<file path="src/hw/cil_pkg.sv">
/*
 Constants, types and register map of the cutter input command logic.
 Assumes one 200 MHz clock, APB access to the registers and a host-side motion core.
*/
package cil_pkg;

    // ==========================================================
    // Sizes and command positions
    localparam int NCMD    = 10;
    localparam int NPIN    = 6;
    localparam int SELW    = 4;
    localparam int C_START = 0;
    localparam int C_FWD   = 1;
    localparam int C_REV   = 2;
    localparam int C_HOME  = 3;
    localparam int C_SELVM = 4;
    localparam int C_RUNVM = 5;
    localparam int C_CLR   = 6;
    localparam int C_TEST  = 7;
    localparam int C_TEACH = 8;
    localparam int C_THICK = 9;

    // ==========================================================
    // Register byte offsets
    localparam logic [7:0] A_SW_CMD   = 8'h00;
    localparam logic [7:0] A_MAP0     = 8'h04;
    localparam logic [7:0] A_MAP1     = 8'h08;
    localparam logic [7:0] A_JOG      = 8'h0C;
    localparam logic [7:0] A_TRIM     = 8'h10;
    localparam logic [7:0] A_VMSPD    = 8'h14;
    localparam logic [7:0] A_RAMP     = 8'h18;
    localparam logic [7:0] A_CUT_LEN  = 8'h1C;
    localparam logic [7:0] A_TEST_LEN = 8'h20;
    localparam logic [7:0] A_STATUS   = 8'h24;
    localparam logic [7:0] A_ERR      = 8'h28;
    localparam logic [7:0] A_PM_SET   = 8'h2C;
    localparam logic [7:0] A_VM_FREQ  = 8'h30;

    // ==========================================================
    // Values after reset
    localparam logic [31:0] MAP0_RST  = 32'h0000_6542;
    localparam logic [31:0] MAP1_RST  = 32'h0000_0000;
    localparam logic [15:0] JOG_RST   = 16'h0100;
    localparam logic [15:0] TRIM_RST  = 16'h0010;
    localparam logic [23:0] VMSPD_RST = 24'h00_1000;
    localparam logic [23:0] RAMP_RST  = 24'h00_0001;
    localparam logic [31:0] CUT_RST   = 32'h0000_1000;
    localparam logic [31:0] TEST_RST  = 32'h0000_0800;

    typedef enum logic [2:0] {M_HOLD, M_JOG, M_AUTO, M_SEEK, M_HOME} cil_mode_t;

endpackage

</file>
<file path="src/hw/cil_ramp_if.sv">
/*
 Carrier between the command decoder and the virtual master generator.
 Assumes both ends share the system clock.
*/
`timescale 1ns/1ps
`default_nettype none
interface cil_ramp_if;
    logic        run;
    logic [23:0] target;
    logic [23:0] step;
    logic [23:0] freq;
    modport ctl (output run, output target, output step, input freq);
    modport gen (input run, input target, input step, output freq);
endinterface
`default_nettype wire

</file>
<file path="src/hw/cil_sync.sv">
/*
 Input synchroniser and edge finder for the command sources.
 Assumes pins may be asynchronous; the combined command vector is synchronous.
*/
`timescale 1ns/1ps
`default_nettype none
module cil_sync
    import cil_pkg::*;
(
    input  wire logic            clk_i,
    input  wire logic            rst_n_i,
    input  wire logic            ce_i,
    input  wire logic [NPIN-1:0] pins_i,
    input  wire logic [NCMD-1:0] cmd_i,
    output logic      [NPIN-1:0] pins_o,
    output logic      [NCMD-1:0] lvl_o,
    output logic      [NCMD-1:0] rise_o,
    output logic      [NCMD-1:0] fall_o
);
    typedef struct packed {
        logic [NPIN-1:0] s1;
        logic [NPIN-1:0] s2;
        logic [NCMD-1:0] lvl;
        logic [NCMD-1:0] rise;
        logic [NCMD-1:0] fall;
    } cil_sync_st_t;

    cil_sync_st_t st;
    cil_sync_st_t next_st;

    // ==========================================================
    // Two stages, then one registered level with its edges.
    always_comb
    begin
        next_st = st;
        if (ce_i)
        begin
            next_st.s1   = pins_i;
            next_st.s2   = st.s1;
            next_st.lvl  = cmd_i;
            next_st.rise = cmd_i & ~st.lvl;
            next_st.fall = ~cmd_i & st.lvl;
        end
    end

    always_ff @(posedge clk_i)
    begin
        if (!rst_n_i)
            st <= '0;
        else
            st <= next_st;
    end

    assign pins_o = st.s2;
    assign lvl_o  = st.lvl;
    assign rise_o = st.rise;
    assign fall_o = st.fall;
endmodule
`default_nettype wire

</file>
<file path="src/hw/cil_ramp.sv">
/*
 Virtual master frequency generator with a linear ramp.
 Assumes step is the frequency change per clock cycle.
*/
`timescale 1ns/1ps
`default_nettype none
module cil_ramp
    import cil_pkg::*;
(
    input  wire logic clk_i,
    input  wire logic rst_n_i,
    input  wire logic ce_i,
    cil_ramp_if.gen   rif
);
    typedef struct packed {
        logic [23:0] freq;
    } cil_ramp_st_t;

    cil_ramp_st_t st;
    cil_ramp_st_t next_st;
    logic [23:0]  goal;
    logic [23:0]  gap;

    // ==========================================================
    // Steps toward the goal and never overshoots it.
    always_comb
    begin
        next_st = st;
        goal    = rif.run ? rif.target : 24'h00_0000;
        gap     = (st.freq < goal) ? goal - st.freq : st.freq - goal;
        if (ce_i)
        begin
            if (st.freq < goal)
                next_st.freq = st.freq + ((gap < rif.step) ? gap : rif.step);
            else if (st.freq > goal)
                next_st.freq = st.freq - ((gap < rif.step) ? gap : rif.step);
        end
    end

    always_ff @(posedge clk_i)
    begin
        if (!rst_n_i)
            st <= '0;
        else
            st <= next_st;
    end

    assign rif.freq = st.freq;
endmodule
`default_nettype wire

</file>
<file path="src/hw/cil_top.sv">
/*
 Command decoder of a rotary cutter: roll motion mode, master choice,
 virtual master run, errors, cut length, print mark teach and thickness.
 Assumes positions and pulses from the motion core are synchronous.
*/
// Our own choices: the register offsets and the APB register port.
`timescale 1ns/1ps
`default_nettype none
module cil_top
    import cil_pkg::*;
(
    input  wire logic            CLK_SYS_I,
    input  wire logic            RESETN_I,
    input  wire logic            CE_I,
    input  wire logic            PSEL_I,
    input  wire logic            PENABLE_I,
    input  wire logic            PWRITE_I,
    input  wire logic [7:0]      PADDR_I,
    input  wire logic [31:0]     PWDATA_I,
    output logic      [31:0]     PRDATA_O,
    output logic                 PREADY_O,
    output logic                 PSLVERR_O,
    input  wire logic [1:0]      FAST_IN_I,
    input  wire logic [3:0]      CTRL_IN_I,
    input  wire logic [NCMD-1:0] FIELDBUS_CMD_I,
    input  wire logic [31:0]     POS_I,
    input  wire logic [31:0]     LINE_POS_I,
    input  wire logic            CUT_PULSE_I,
    input  wire logic            AT_HOME_I,
    input  wire logic            MARK_I,
    input  wire logic            CYCLE_I,
    input  wire logic [7:0]      ERR_EVT_I,
    output logic      [2:0]      ROLL_MODE_O,
    output logic      [15:0]     ROLL_SPEED_O,
    output logic      [31:0]     HOLD_POS_O,
    output logic                 MASTER_VIRT_O,
    output logic      [23:0]     VM_FREQ_O,
    output logic      [31:0]     CUT_LEN_O,
    output logic      [7:0]      ERR_O,
    output logic      [31:0]     PM_SET_O,
    output logic                 THICK_O
);
    typedef struct packed {
        logic [NCMD-1:0] sw_cmd;
        logic [31:0]     map0;
        logic [31:0]     map1;
        logic [15:0]     jog;
        logic [15:0]     trim;
        logic [23:0]     vmspd;
        logic [23:0]     ramp;
        logic [31:0]     cut_len;
        logic [31:0]     test_len;
        cil_mode_t       mode;
        logic [15:0]     speed;
        logic [31:0]     hold_pos;
        logic            master_virt;
        logic [31:0]     act_len;
        logic            test_pend;
        logic [7:0]      err;
        logic [31:0]     pm_set;
        logic            pm_seen;
        logic            thick;
        logic [31:0]     prdata;
        logic            pready;
        logic            pslverr;
    } cil_top_st_t;

    cil_top_st_t     st;
    cil_top_st_t     next_st;
    logic [NPIN-1:0] pins;
    logic [NCMD-1:0] hw_cmd;
    logic [NCMD-1:0] cmd;
    logic [NCMD-1:0] lvl;
    logic [NCMD-1:0] rise;
    logic [NCMD-1:0] fall;
    logic [63:0]     map_all;
    logic [15:0]     pin_tab;
    logic [31:0]     rd_data;
    logic            rd_hit;
    logic            setup;
    logic            wr;
    logic            jog_one;

    cil_ramp_if rif ();

    // ==========================================================
    // Sources, mapping and synchronisation
    // Selector 0 means unassigned; 1..2 fast inputs, 3..6 control inputs.
    assign pin_tab = {{(15 - NPIN){1'b0}}, pins, 1'b0};
    assign map_all = {st.map1, st.map0};

    for (genvar g = 0; g < NCMD; g++)
    begin : g_map
        assign hw_cmd[g] = pin_tab[map_all[g*SELW +: SELW]];
    end

    assign cmd = hw_cmd | st.sw_cmd | FIELDBUS_CMD_I;

    cil_sync cil_sync_inst (
        .clk_i   (CLK_SYS_I),
        .rst_n_i (RESETN_I),
        .ce_i    (CE_I),
        .pins_i  ({CTRL_IN_I, FAST_IN_I}),
        .cmd_i   (cmd),
        .pins_o  (pins),
        .lvl_o   (lvl),
        .rise_o  (rise),
        .fall_o  (fall)
    );

    assign rif.run    = lvl[C_RUNVM];
    assign rif.target = st.vmspd;
    assign rif.step   = st.ramp;

    cil_ramp cil_ramp_inst (
        .clk_i   (CLK_SYS_I),
        .rst_n_i (RESETN_I),
        .ce_i    (CE_I),
        .rif     (rif)
    );

    // ==========================================================
    // Register read mux
    always_comb
    begin
        rd_hit  = 1'b1;
        rd_data = 32'h0000_0000;
        case (PADDR_I)
            A_SW_CMD:   rd_data = {{(32 - NCMD){1'b0}}, st.sw_cmd};
            A_MAP0:     rd_data = st.map0;
            A_MAP1:     rd_data = st.map1;
            A_JOG:      rd_data = {16'h0000, st.jog};
            A_TRIM:     rd_data = {16'h0000, st.trim};
            A_VMSPD:    rd_data = {8'h00, st.vmspd};
            A_RAMP:     rd_data = {8'h00, st.ramp};
            A_CUT_LEN:  rd_data = st.cut_len;
            A_TEST_LEN: rd_data = st.test_len;
            A_STATUS:   rd_data = {24'h00_0000, st.thick, st.master_virt, st.test_pend, st.pm_seen,
                                   1'b0, st.mode};
            A_ERR:      rd_data = {24'h00_0000, st.err};
            A_PM_SET:   rd_data = st.pm_set;
            A_VM_FREQ:  rd_data = {8'h00, rif.freq};
            default:    rd_hit = 1'b0;
        endcase
    end

    assign setup   = PSEL_I & ~PENABLE_I;
    assign wr      = PSEL_I & PENABLE_I & PWRITE_I & st.pready;
    assign jog_one = lvl[C_FWD] ^ lvl[C_REV];

    // ==========================================================
    // Next state
    // Read data is taken in the setup phase so that PRDATA_O is a flop;
    // the price is one fixed wait-free access with data one phase early.
    always_comb
    begin
        next_st         = st;
        next_st.pready  = setup;
        next_st.pslverr = setup & ~rd_hit;
        if (setup)
            next_st.prdata = rd_data;
        if (wr)
        begin
            case (PADDR_I)
                A_SW_CMD:   next_st.sw_cmd = PWDATA_I[NCMD-1:0];
                A_MAP0:     next_st.map0 = PWDATA_I;
                A_MAP1:     next_st.map1 = PWDATA_I;
                A_JOG:      next_st.jog = PWDATA_I[15:0];
                A_TRIM:     next_st.trim = PWDATA_I[15:0];
                A_VMSPD:    next_st.vmspd = PWDATA_I[23:0];
                A_RAMP:     next_st.ramp = PWDATA_I[23:0];
                A_CUT_LEN:  next_st.cut_len = PWDATA_I;
                A_TEST_LEN: next_st.test_len = PWDATA_I;
                default:    next_st.sw_cmd = st.sw_cmd;
            endcase
        end
        if (CE_I)
        begin
            // Start wins over homing and jogging; it also aborts a homing run.
            if (lvl[C_START])
            begin
                next_st.mode  = M_AUTO;
                next_st.speed = !jog_one ? 16'h0000 :
                                lvl[C_FWD] ? st.trim : 16'(-st.trim);
            end
            else if (st.mode == M_SEEK)
            begin
                next_st.speed = st.jog;
                if (CUT_PULSE_I)
                    next_st.mode = M_HOME;
            end
            else if (st.mode == M_HOME)
            begin
                if (AT_HOME_I)
                begin
                    next_st.mode     = M_HOLD;
                    next_st.speed    = 16'h0000;
                    next_st.hold_pos = POS_I;
                end
            end
            else if (rise[C_HOME])
            begin
                next_st.mode  = M_SEEK;
                next_st.speed = st.jog;
            end
            else if (jog_one)
            begin
                next_st.mode  = M_JOG;
                next_st.speed = lvl[C_FWD] ? st.jog : 16'(-st.jog);
            end
            else
            begin
                if (st.mode != M_HOLD)
                    next_st.hold_pos = POS_I;
                next_st.mode  = M_HOLD;
                next_st.speed = 16'h0000;
            end

            if (!lvl[C_START])
                next_st.master_virt = lvl[C_SELVM];

            // A new error in the clearing cycle survives the clear.
            next_st.err = (rise[C_CLR] ? 8'h00 : st.err) | ERR_EVT_I;

            if (CYCLE_I)
                next_st.act_len = (lvl[C_TEST] | st.test_pend) ? st.test_len : st.cut_len;
            next_st.test_pend = (st.test_pend | rise[C_TEST]) & ~CYCLE_I;

            if (rise[C_TEACH])
                next_st.pm_seen = 1'b0;
            if (lvl[C_TEACH] && MARK_I)
            begin
                next_st.pm_seen = 1'b1;
                next_st.pm_set  = LINE_POS_I;
            end
            if (fall[C_TEACH] && !st.pm_seen)
                next_st.pm_set = LINE_POS_I;

            next_st.thick = lvl[C_THICK];
        end
    end

    always_ff @(posedge CLK_SYS_I)
    begin
        if (!RESETN_I)
        begin
            st          <= '0;
            st.map0     <= MAP0_RST;
            st.map1     <= MAP1_RST;
            st.jog      <= JOG_RST;
            st.trim     <= TRIM_RST;
            st.vmspd    <= VMSPD_RST;
            st.ramp     <= RAMP_RST;
            st.cut_len  <= CUT_RST;
            st.test_len <= TEST_RST;
            st.act_len  <= CUT_RST;
            st.mode     <= M_HOLD;
        end
        else
            st <= next_st;
    end

    assign PRDATA_O      = st.prdata;
    assign PREADY_O      = st.pready;
    assign PSLVERR_O     = st.pslverr;
    assign ROLL_MODE_O   = st.mode;
    assign ROLL_SPEED_O  = st.speed;
    assign HOLD_POS_O    = st.hold_pos;
    assign MASTER_VIRT_O = st.master_virt;
    assign VM_FREQ_O     = rif.freq;
    assign CUT_LEN_O     = st.act_len;
    assign ERR_O         = st.err;
    assign PM_SET_O      = st.pm_set;
    assign THICK_O       = st.thick;
endmodule
`default_nettype wire

</file>
<file path="config.mk">
export PLATFORM = sky130hd
export DESIGN_NAME = cil_top
export DESIGN_NICKNAME = d
export VERILOG_FILES = /design/src/hw/cil_pkg.sv /design/src/hw/cil_ramp_if.sv /design/src/hw/cil_sync.sv /design/src/hw/cil_ramp.sv /design/src/hw/cil_top.sv
export SDC_FILE = /design/constraint.sdc
export NUM_CORES = 1
export LEC_CHECK = 0
export BUFFER_PORTS_ARGS = -buffer_cell sky130_fd_sc_hd__buf_4
export CELL_PAD_IN_SITES_DETAIL_PLACEMENT = 0
export CELL_PAD_IN_SITES_GLOBAL_PLACEMENT = 1
export CORE_MARGIN = 2
export CORE_UTILIZATION = 44
export CTS_BUF_LIST = sky130_fd_sc_hd__clkbuf_4 sky130_fd_sc_hd__clkbuf_8 sky130_fd_sc_hd__clkbuf_16
export DETAILED_ROUTE_END_ITERATION = 8
export PLACE_DENSITY = 0.91
export RECOVER_POWER = 25
export SYNTH_ARGS = -nofsm -noshare
export SYNTH_HDL_FRONTEND = slang
export SYNTH_SLANG_ARGS = --single-unit
</file>
<file path="constraint.sdc">
create_clock -name CLK_SYS_I -period 11.9 [get_ports CLK_SYS_I]
set_input_delay 2.975 -clock CLK_SYS_I [delete_from_list [all_inputs] [get_ports CLK_SYS_I]]
set_output_delay 2.975 -clock CLK_SYS_I [all_outputs]
set_load 0.005 [all_outputs]
</file>
# After elaboration in Yosys (flattened, before gate mapping)
# Cells that the tools add are included.
totals:
  mem_bits_ro: 0
  register_bits: 443
  latch_bits: 0
  elab_cells: 159
  n_memories: 0
  mem_bits_rw: 0
op_classes:
  bitwise_logic: 21
  shift: 0
  reduce_logical: 27
  eq_ne: 19
  div: 0
  n_lt_le_gt_ge: 13
  multipliers: 0
  mux: 45
  add_sub_neg: 6
ops:
  columns: ["operator", "n"]
  rows:
  - ["one-hot mux 32 bit (13 select lines)", 1]
  - ["2-to-1 mux 32 bit", 5]
  - ["2-to-1 mux 24 bit", 5]
  - ["2-to-1 mux 51 bit", 2]
  - ["subtractor 24 bit", 3]
  - ["less-than comparator 4 x 5 -> 1 bit (second input constant)", 10]
  - ["less-than comparator 24 bit", 2]
  - ["2-to-1 mux 16 bit", 3]
  - ["binary-select mux 1 bit (select 4 bit)", 10]
  - ["== test 8 x 6 -> 1 bit (second input constant)", 5]
  - ["2-to-1 mux 19 bit", 2]
  - ["2-to-1 mux 33 bit", 1]
  - ["== test 8 x 5 -> 1 bit (second input constant)", 4]
  - ["negator 16 bit", 2]
  - ["AND reduction 2 bit", 15]
  - ["adder 24 bit", 1]
  - ["> comparator 24 bit", 1]
  - ["bitwise OR 10 bit", 2]
  - ["bitwise AND 9 bit", 2]
  - ["2-to-1 mux 18 bit", 1]
  - ["NOT 9 bit", 2]
  - ["2-to-1 mux 17 bit", 1]
  - ["== test 8 x 4 -> 1 bit (second input constant)", 2]
  - ["OR reduction 13 bit", 1]
  - ["other kinds (22)", 48]

# Depth between registers and ports, before layout
depth:
  depth_word: 8
  mapped_depth: 43
  depth_no_buf: 38

# Cells and area by module
# Synthesis repeated with hierarchy kept, for this count alone.
unflattened:
  cells_unflattened: 3495
  area_unflattened_um2: 27782.9
modules_own_cells:
  columns: ["module", "n_inst", "cells_per_inst", "area_each_um2"]
  rows:
  - ["cil_top", 1, 2408, 19608.8]
  - ["cil_ramp", 1, 891, 6158.4]
  - ["cil_sync", 1, 196, 2015.7]

# Worst setup path before layout
# OpenSTA, ideal clock, no wires.
synth_path:
  path_kind: "register to register"
  from: "reg cil_sync_inst.st (netlist bit cil_sync_inst.lvl_o[5])"
  to: "reg cil_ramp_inst.st (netlist bit cil_ramp_inst.rif.freq[23])"
  n_path_buf: 7
  arrival_ns: 8.383
  path_stages_with_launch: 41
  required_time_ns: 11.830
  path_slack_ns: 3.447
  synth_period_minus_slack_ns: 8.453
  cell_sequence: "dfxtp_1 clkbuf_1 clkbuf_1 nand2_1 inv_1 ha_1 buf_4 a21o_1 a21oi_1 or4b_1 a31o_2 a311o_1 o31ai_1 xor2_1 inv_1 ha_1 nand2_1 nor3_1 [5 not listed] clkbuf_1 clkbuf_1 a21oi_1 xnor2_1 ha_1 nor2b_1 o21a_1 o21ai_0 a21oi_1 nand3_1 a311oi_1 a41o_1 o41ai_1 o211ai_1 o41ai_1 xnor3_1 or3_1 a21boi_1"
synth_via:
  elab_chain_len: 8
  elab_cells_between_ends: 14
synth_rtl:
  columns: ["element", "line_no", "text"]
  rows:
  - ["from (decl)", "cil_sync.sv:28", "cil_sync_st_t st;"]
  - ["from (signal assigned)", "cil_sync.sv:51", "st <= next_st;"]
  - ["2-to-1 mux 24 bit *", "cil_ramp.sv:29", "goal = rif.run ? rif.target : 24'h00_0000;"]
  - ["subtractor 24 bit or less-than comparator 24 bit (tied branches)", "cil_ramp.sv:30, cil_ramp.sv:33", null]
  - ["2-to-1 mux 24 bit", "cil_ramp.sv:30", "gap = (st.freq < goal) ? goal - st.freq : st.freq - goal;"]
  - ["less-than comparator 24 bit", "cil_ramp.sv:34, cil_ramp.sv:36", null]
  - ["2-to-1 mux 24 bit", "cil_ramp.sv:34, cil_ramp.sv:36", null]
  - ["subtractor 24 bit", "cil_ramp.sv:36", "next_st.freq = st.freq - ((gap < rif.step) ? gap : rif.step);"]
  - ["2-to-1 mux 24 bit", "cil_ramp.sv:35", "else if (st.freq > goal)"]
  - ["2-to-1 mux 24 bit", "cil_ramp.sv:33", "if (st.freq < goal)"]
  - ["to (signal assigned)", "cil_ramp.sv:45", "st <= next_st;"]
  - ["to (decl)", "cil_ramp.sv:19", "cil_ramp_st_t st;"]
# Every way passes the cells marked *; elsewhere a longest branch is shown, timed or not. The select of a mux whose other input is x is not followed.
# A chain may end at the register's enable or synchronous reset.

# Worst setup path after layout
# Ends and elaborated chain as after synthesis.

==> key figures <==
Synthesis
  – Avg Cell Area, Syn: 7.86 µm²
  – Synth Cell Area: 0.0249 mm²
  – Post-synth EDFFs: 0
  – Post-Synthesis Cells: 3166
  – Synth Register Bits: 430
  – FFs w/ async S/R, synth: 0%
  – Primary FF master, synth: dfxtp_1
  – Sequential cell area fraction in the yosys report: 34.6%
  – Post-Syn Nets: 3403
  – Number of distinct library cells after synthesis: 93
  – Synth Warn #: 0

Flow run
  – Max_cap viols: 5

Global route
  – Global-route wire length before repair: 132000 µm
  – Initial antenna violation count: 3
  – Largest net degree at the start of global routing: 88
  – GR Overflow Total: 0
  – Via count of the first global-routing pass: 21500
  – Total track usage: 28.9%

Drt
  – Initial DRC count: 2427
  – Antenna Nets Post-Route: 0
  – DR vias/cell: 5.77
  – Vias: 23100
  – DRT Pass-1 Iters: 6
  – Routed WL: 87800 µm
  – Drt drc: 0
  – Routed wire per std cell: 21.9 µm

Timing
  – Fin crit period: 10370 ps
  – Slew headroom: -129%
  – Slew Viols, Final: 333
  – RSZ-0062 raised after global routing: no
  – Setup violators final: 0
  – Endpoints failing hold: 0
  – Worst-Margin Slew: 3430 ps
  – Clock skew: 37.8 ps
  – Final WS setup: 1530 ps
  – Max Freq: 0.0964 GHz
  – TNS Setup: 0 ps
  – Final period util: 87.1%

Critical path
  – Worst path slowest cell: and3_1
  – Critical Path AT: 10900 ps
  – CP Class: flop to flop
  – Worst Path Max Fanout: 35
  – Worst path required time: 12430 ps
  – CP max stage delay: 950 ps
  – Startpoint Class: flop
  – CP endpoint kind: flop
  – R2R setup slack: 1530 ps

Floorplanning
  – Core area: 0.0562 mm²
  – Site Rows: 87
  – Starting density of the core: 44.3%
  – Top Ports: 321
  – Die ar.: 0.0585 mm²
  – Die W: 242 µm
  – Die Ht: 242 µm

Placement
  – Placed standard-cell area: 0.0266 mm²
  – IO Port Bufs: 320
  – Final Wtd Congestion: 0.969
  – Setup Slack @ Placement: 1700 ps
  – Post-DP HPWL: 62500 µm

Cells and area
  – Fillers: 5514
  – Most frequent cells in the layout: 693 x nand2_1, 430 x dfxtp_1, 241 x buf_4, 199 x a21boi_0, 179 x a21oi_1
  – Leading cell type in the layout, fill and taps excluded: nand2_1
  – Final net count: 3444
  – Syn-to-layout area delta: 13.6%
  – Layout cells sized above 1: 14.7%
  – Design Area, Final: 0.0283 mm²
  – Fin util: 50.3%

CTS
  – Hold-fix buffers, CTS: 0
  – TritonCTS Buffers: 49
  – Clk sink count: 430
  – H-tree Lvls: 2
  – Clock latency on the worst-skew pair: 630 ps
  – Root Buffer: clkbuf_16
  – CTS tree: yes
  – Post-CTS sizing: 0
  – CTS max path bufs: 3
  – Clk slew on worst S/H paths: 60 ps
  – Post-CTS Setup Inserts: 0

Pwr
  – Max VDD drop: 0.214 mV
  – P per Cell Area: 261 mW/mm²
  – Total power: 0.00738 W
  – Leakage: 11.2 nW

Run status
  – Failing checks: capacitance limit, slew limit
  – Status: complete, but fails checks

Min path
  – Worst hold path type: flop to flop
-- stage by stage --
stage | instances | hold slack (ps)
floorplan | 3166 | 426
detailed placement | 3912 | 443
finish | 4005 | 451
CTS | 4002 | 456
global route | 4005 | 485
global placement | 3912 | 436
-- kinds of logic after synthesis --
group                    Yosys count  synth area share [%]
buffers and inverters            472                  9.82
AND/OR/NAND/NOR                 1100                  19.0
XOR/XNOR                          87                  3.12
multiplexers                     110                  4.49
AO/OA/AOI/OAI                    868                  23.9
adder cells (fa/ha/maj)           99                  5.07
flip-flops                       430                  34.6
-- power breakdown --
part | switching [W] | leakage (nW) | internal (W)
registers | 0.000106 | 3.49 | 0.00150
logic | 0.00230 | 6.82 | 0.00179
clock network | 0.000659 | 0.909 | 0.00103
-- metal layers --
layer  routed length [µm]  track usage, %  vias up
li1                     -               -    11000
met1                36900            38.4    10900
met2                38700            44.9     1077
met3                 8320            6.33      192
met4                 3920            12.7        0
met5                    0               0        -
-- critical path: cells and delay by family, from the launching register on --
| kind | cells | cell delay [ps] |
|---|---|---|
| compound gates | 15 | 3730 |
| xor+xnor | 3 | 980 |
| fa+ha+maj | 4 | 1150 |
| buf+inv | 3 | 240 |
| flops | 1 | 910 |
| simple gates | 10 | 3290 |
-- path summary, 6_finish.rpt --
| path | start | endpoint | cells after the start |
|---|---|---|---|
| setup / recovery | cil_sync_inst.lvl_o[5] | cil_ramp_inst.rif.freq[23] | 35 |
| hold / removal | CUT_LEN_O[8] | CUT_LEN_O[8] | 2 |
| setup reg to reg | cil_sync_inst.lvl_o[5] | cil_ramp_inst.rif.freq[23] | 35 |
| hold reg to reg | CUT_LEN_O[8] | CUT_LEN_O[8] | 2 |
-- cell usage after synthesis, types with 9 or more instances --
library cell,instances,area (µm²)
nor3_1,47,235
buf_1,9,33.8
nor4_1,11,68.8
ha_1,96,1200
mux2i_1,100,1000
a22oi_1,46,345
o211ai_1,9,67.6
a222oi_1,25,250
o221ai_1,9,78.8
buf_4,161,1210
and2_1,20,125
a21o_1,23,173
a21boi_0,199,1490
nand2_1,696,2610
a21oi_1,180,901
nand4_1,10,62.6
a221oi_1,46,403
nor2b_1,24,150
mux2_2,9,101
inv_1,105,394
a211oi_1,17,128
nand3_1,35,175
a22o_1,29,254
o21ai_0,155,776
or3_1,10,62.6
dfxtp_1,430,8610
nor2_1,164,616
o31ai_1,13,97.6
a31oi_1,44,275
and3_1,23,144
xnor2_1,37,324
nand2b_1,13,81.3
xor2_1,49,429
clkbuf_1,176,661
-- state kept, by name, summed over array words and instances (netlist names), 3 cells and up --
name,count
PM_SET_O,32
map_all,64
ROLL_SPEED_O,16
rif.step,24
cil_sync_inst.st,6
ROLL_MODE_O,3
cil_sync_inst.rise_o,4
cil_sync_inst.lvl_o,10
cil_sync_inst.pins_o,6
ERR_O,8
st,108
HOLD_POS_O,32
cil_ramp_inst.rif.freq,24
rif.target,24
CUT_LEN_O,32
PRDATA_O,32
-- area by class of cell --
cell class | instances | area, µm² | share of cell area, %
Antenna cell | 3 | 7.51 | 0.0266
Sequential cell | 430 | 8610 | 30.5
Multi-Input combinational cell | 2264 | 13900 | 49.3
Timing Repair Buffer | 356 | 2530 | 8.94
Clock inverter | 21 | 384 | 1.36
Tap cell | 756 | 946 | 3.35
Inverter | 106 | 400 | 1.42
Clock buffer | 69 | 1450 | 5.14
Note: power is estimated with default switching activity, not from simulation.
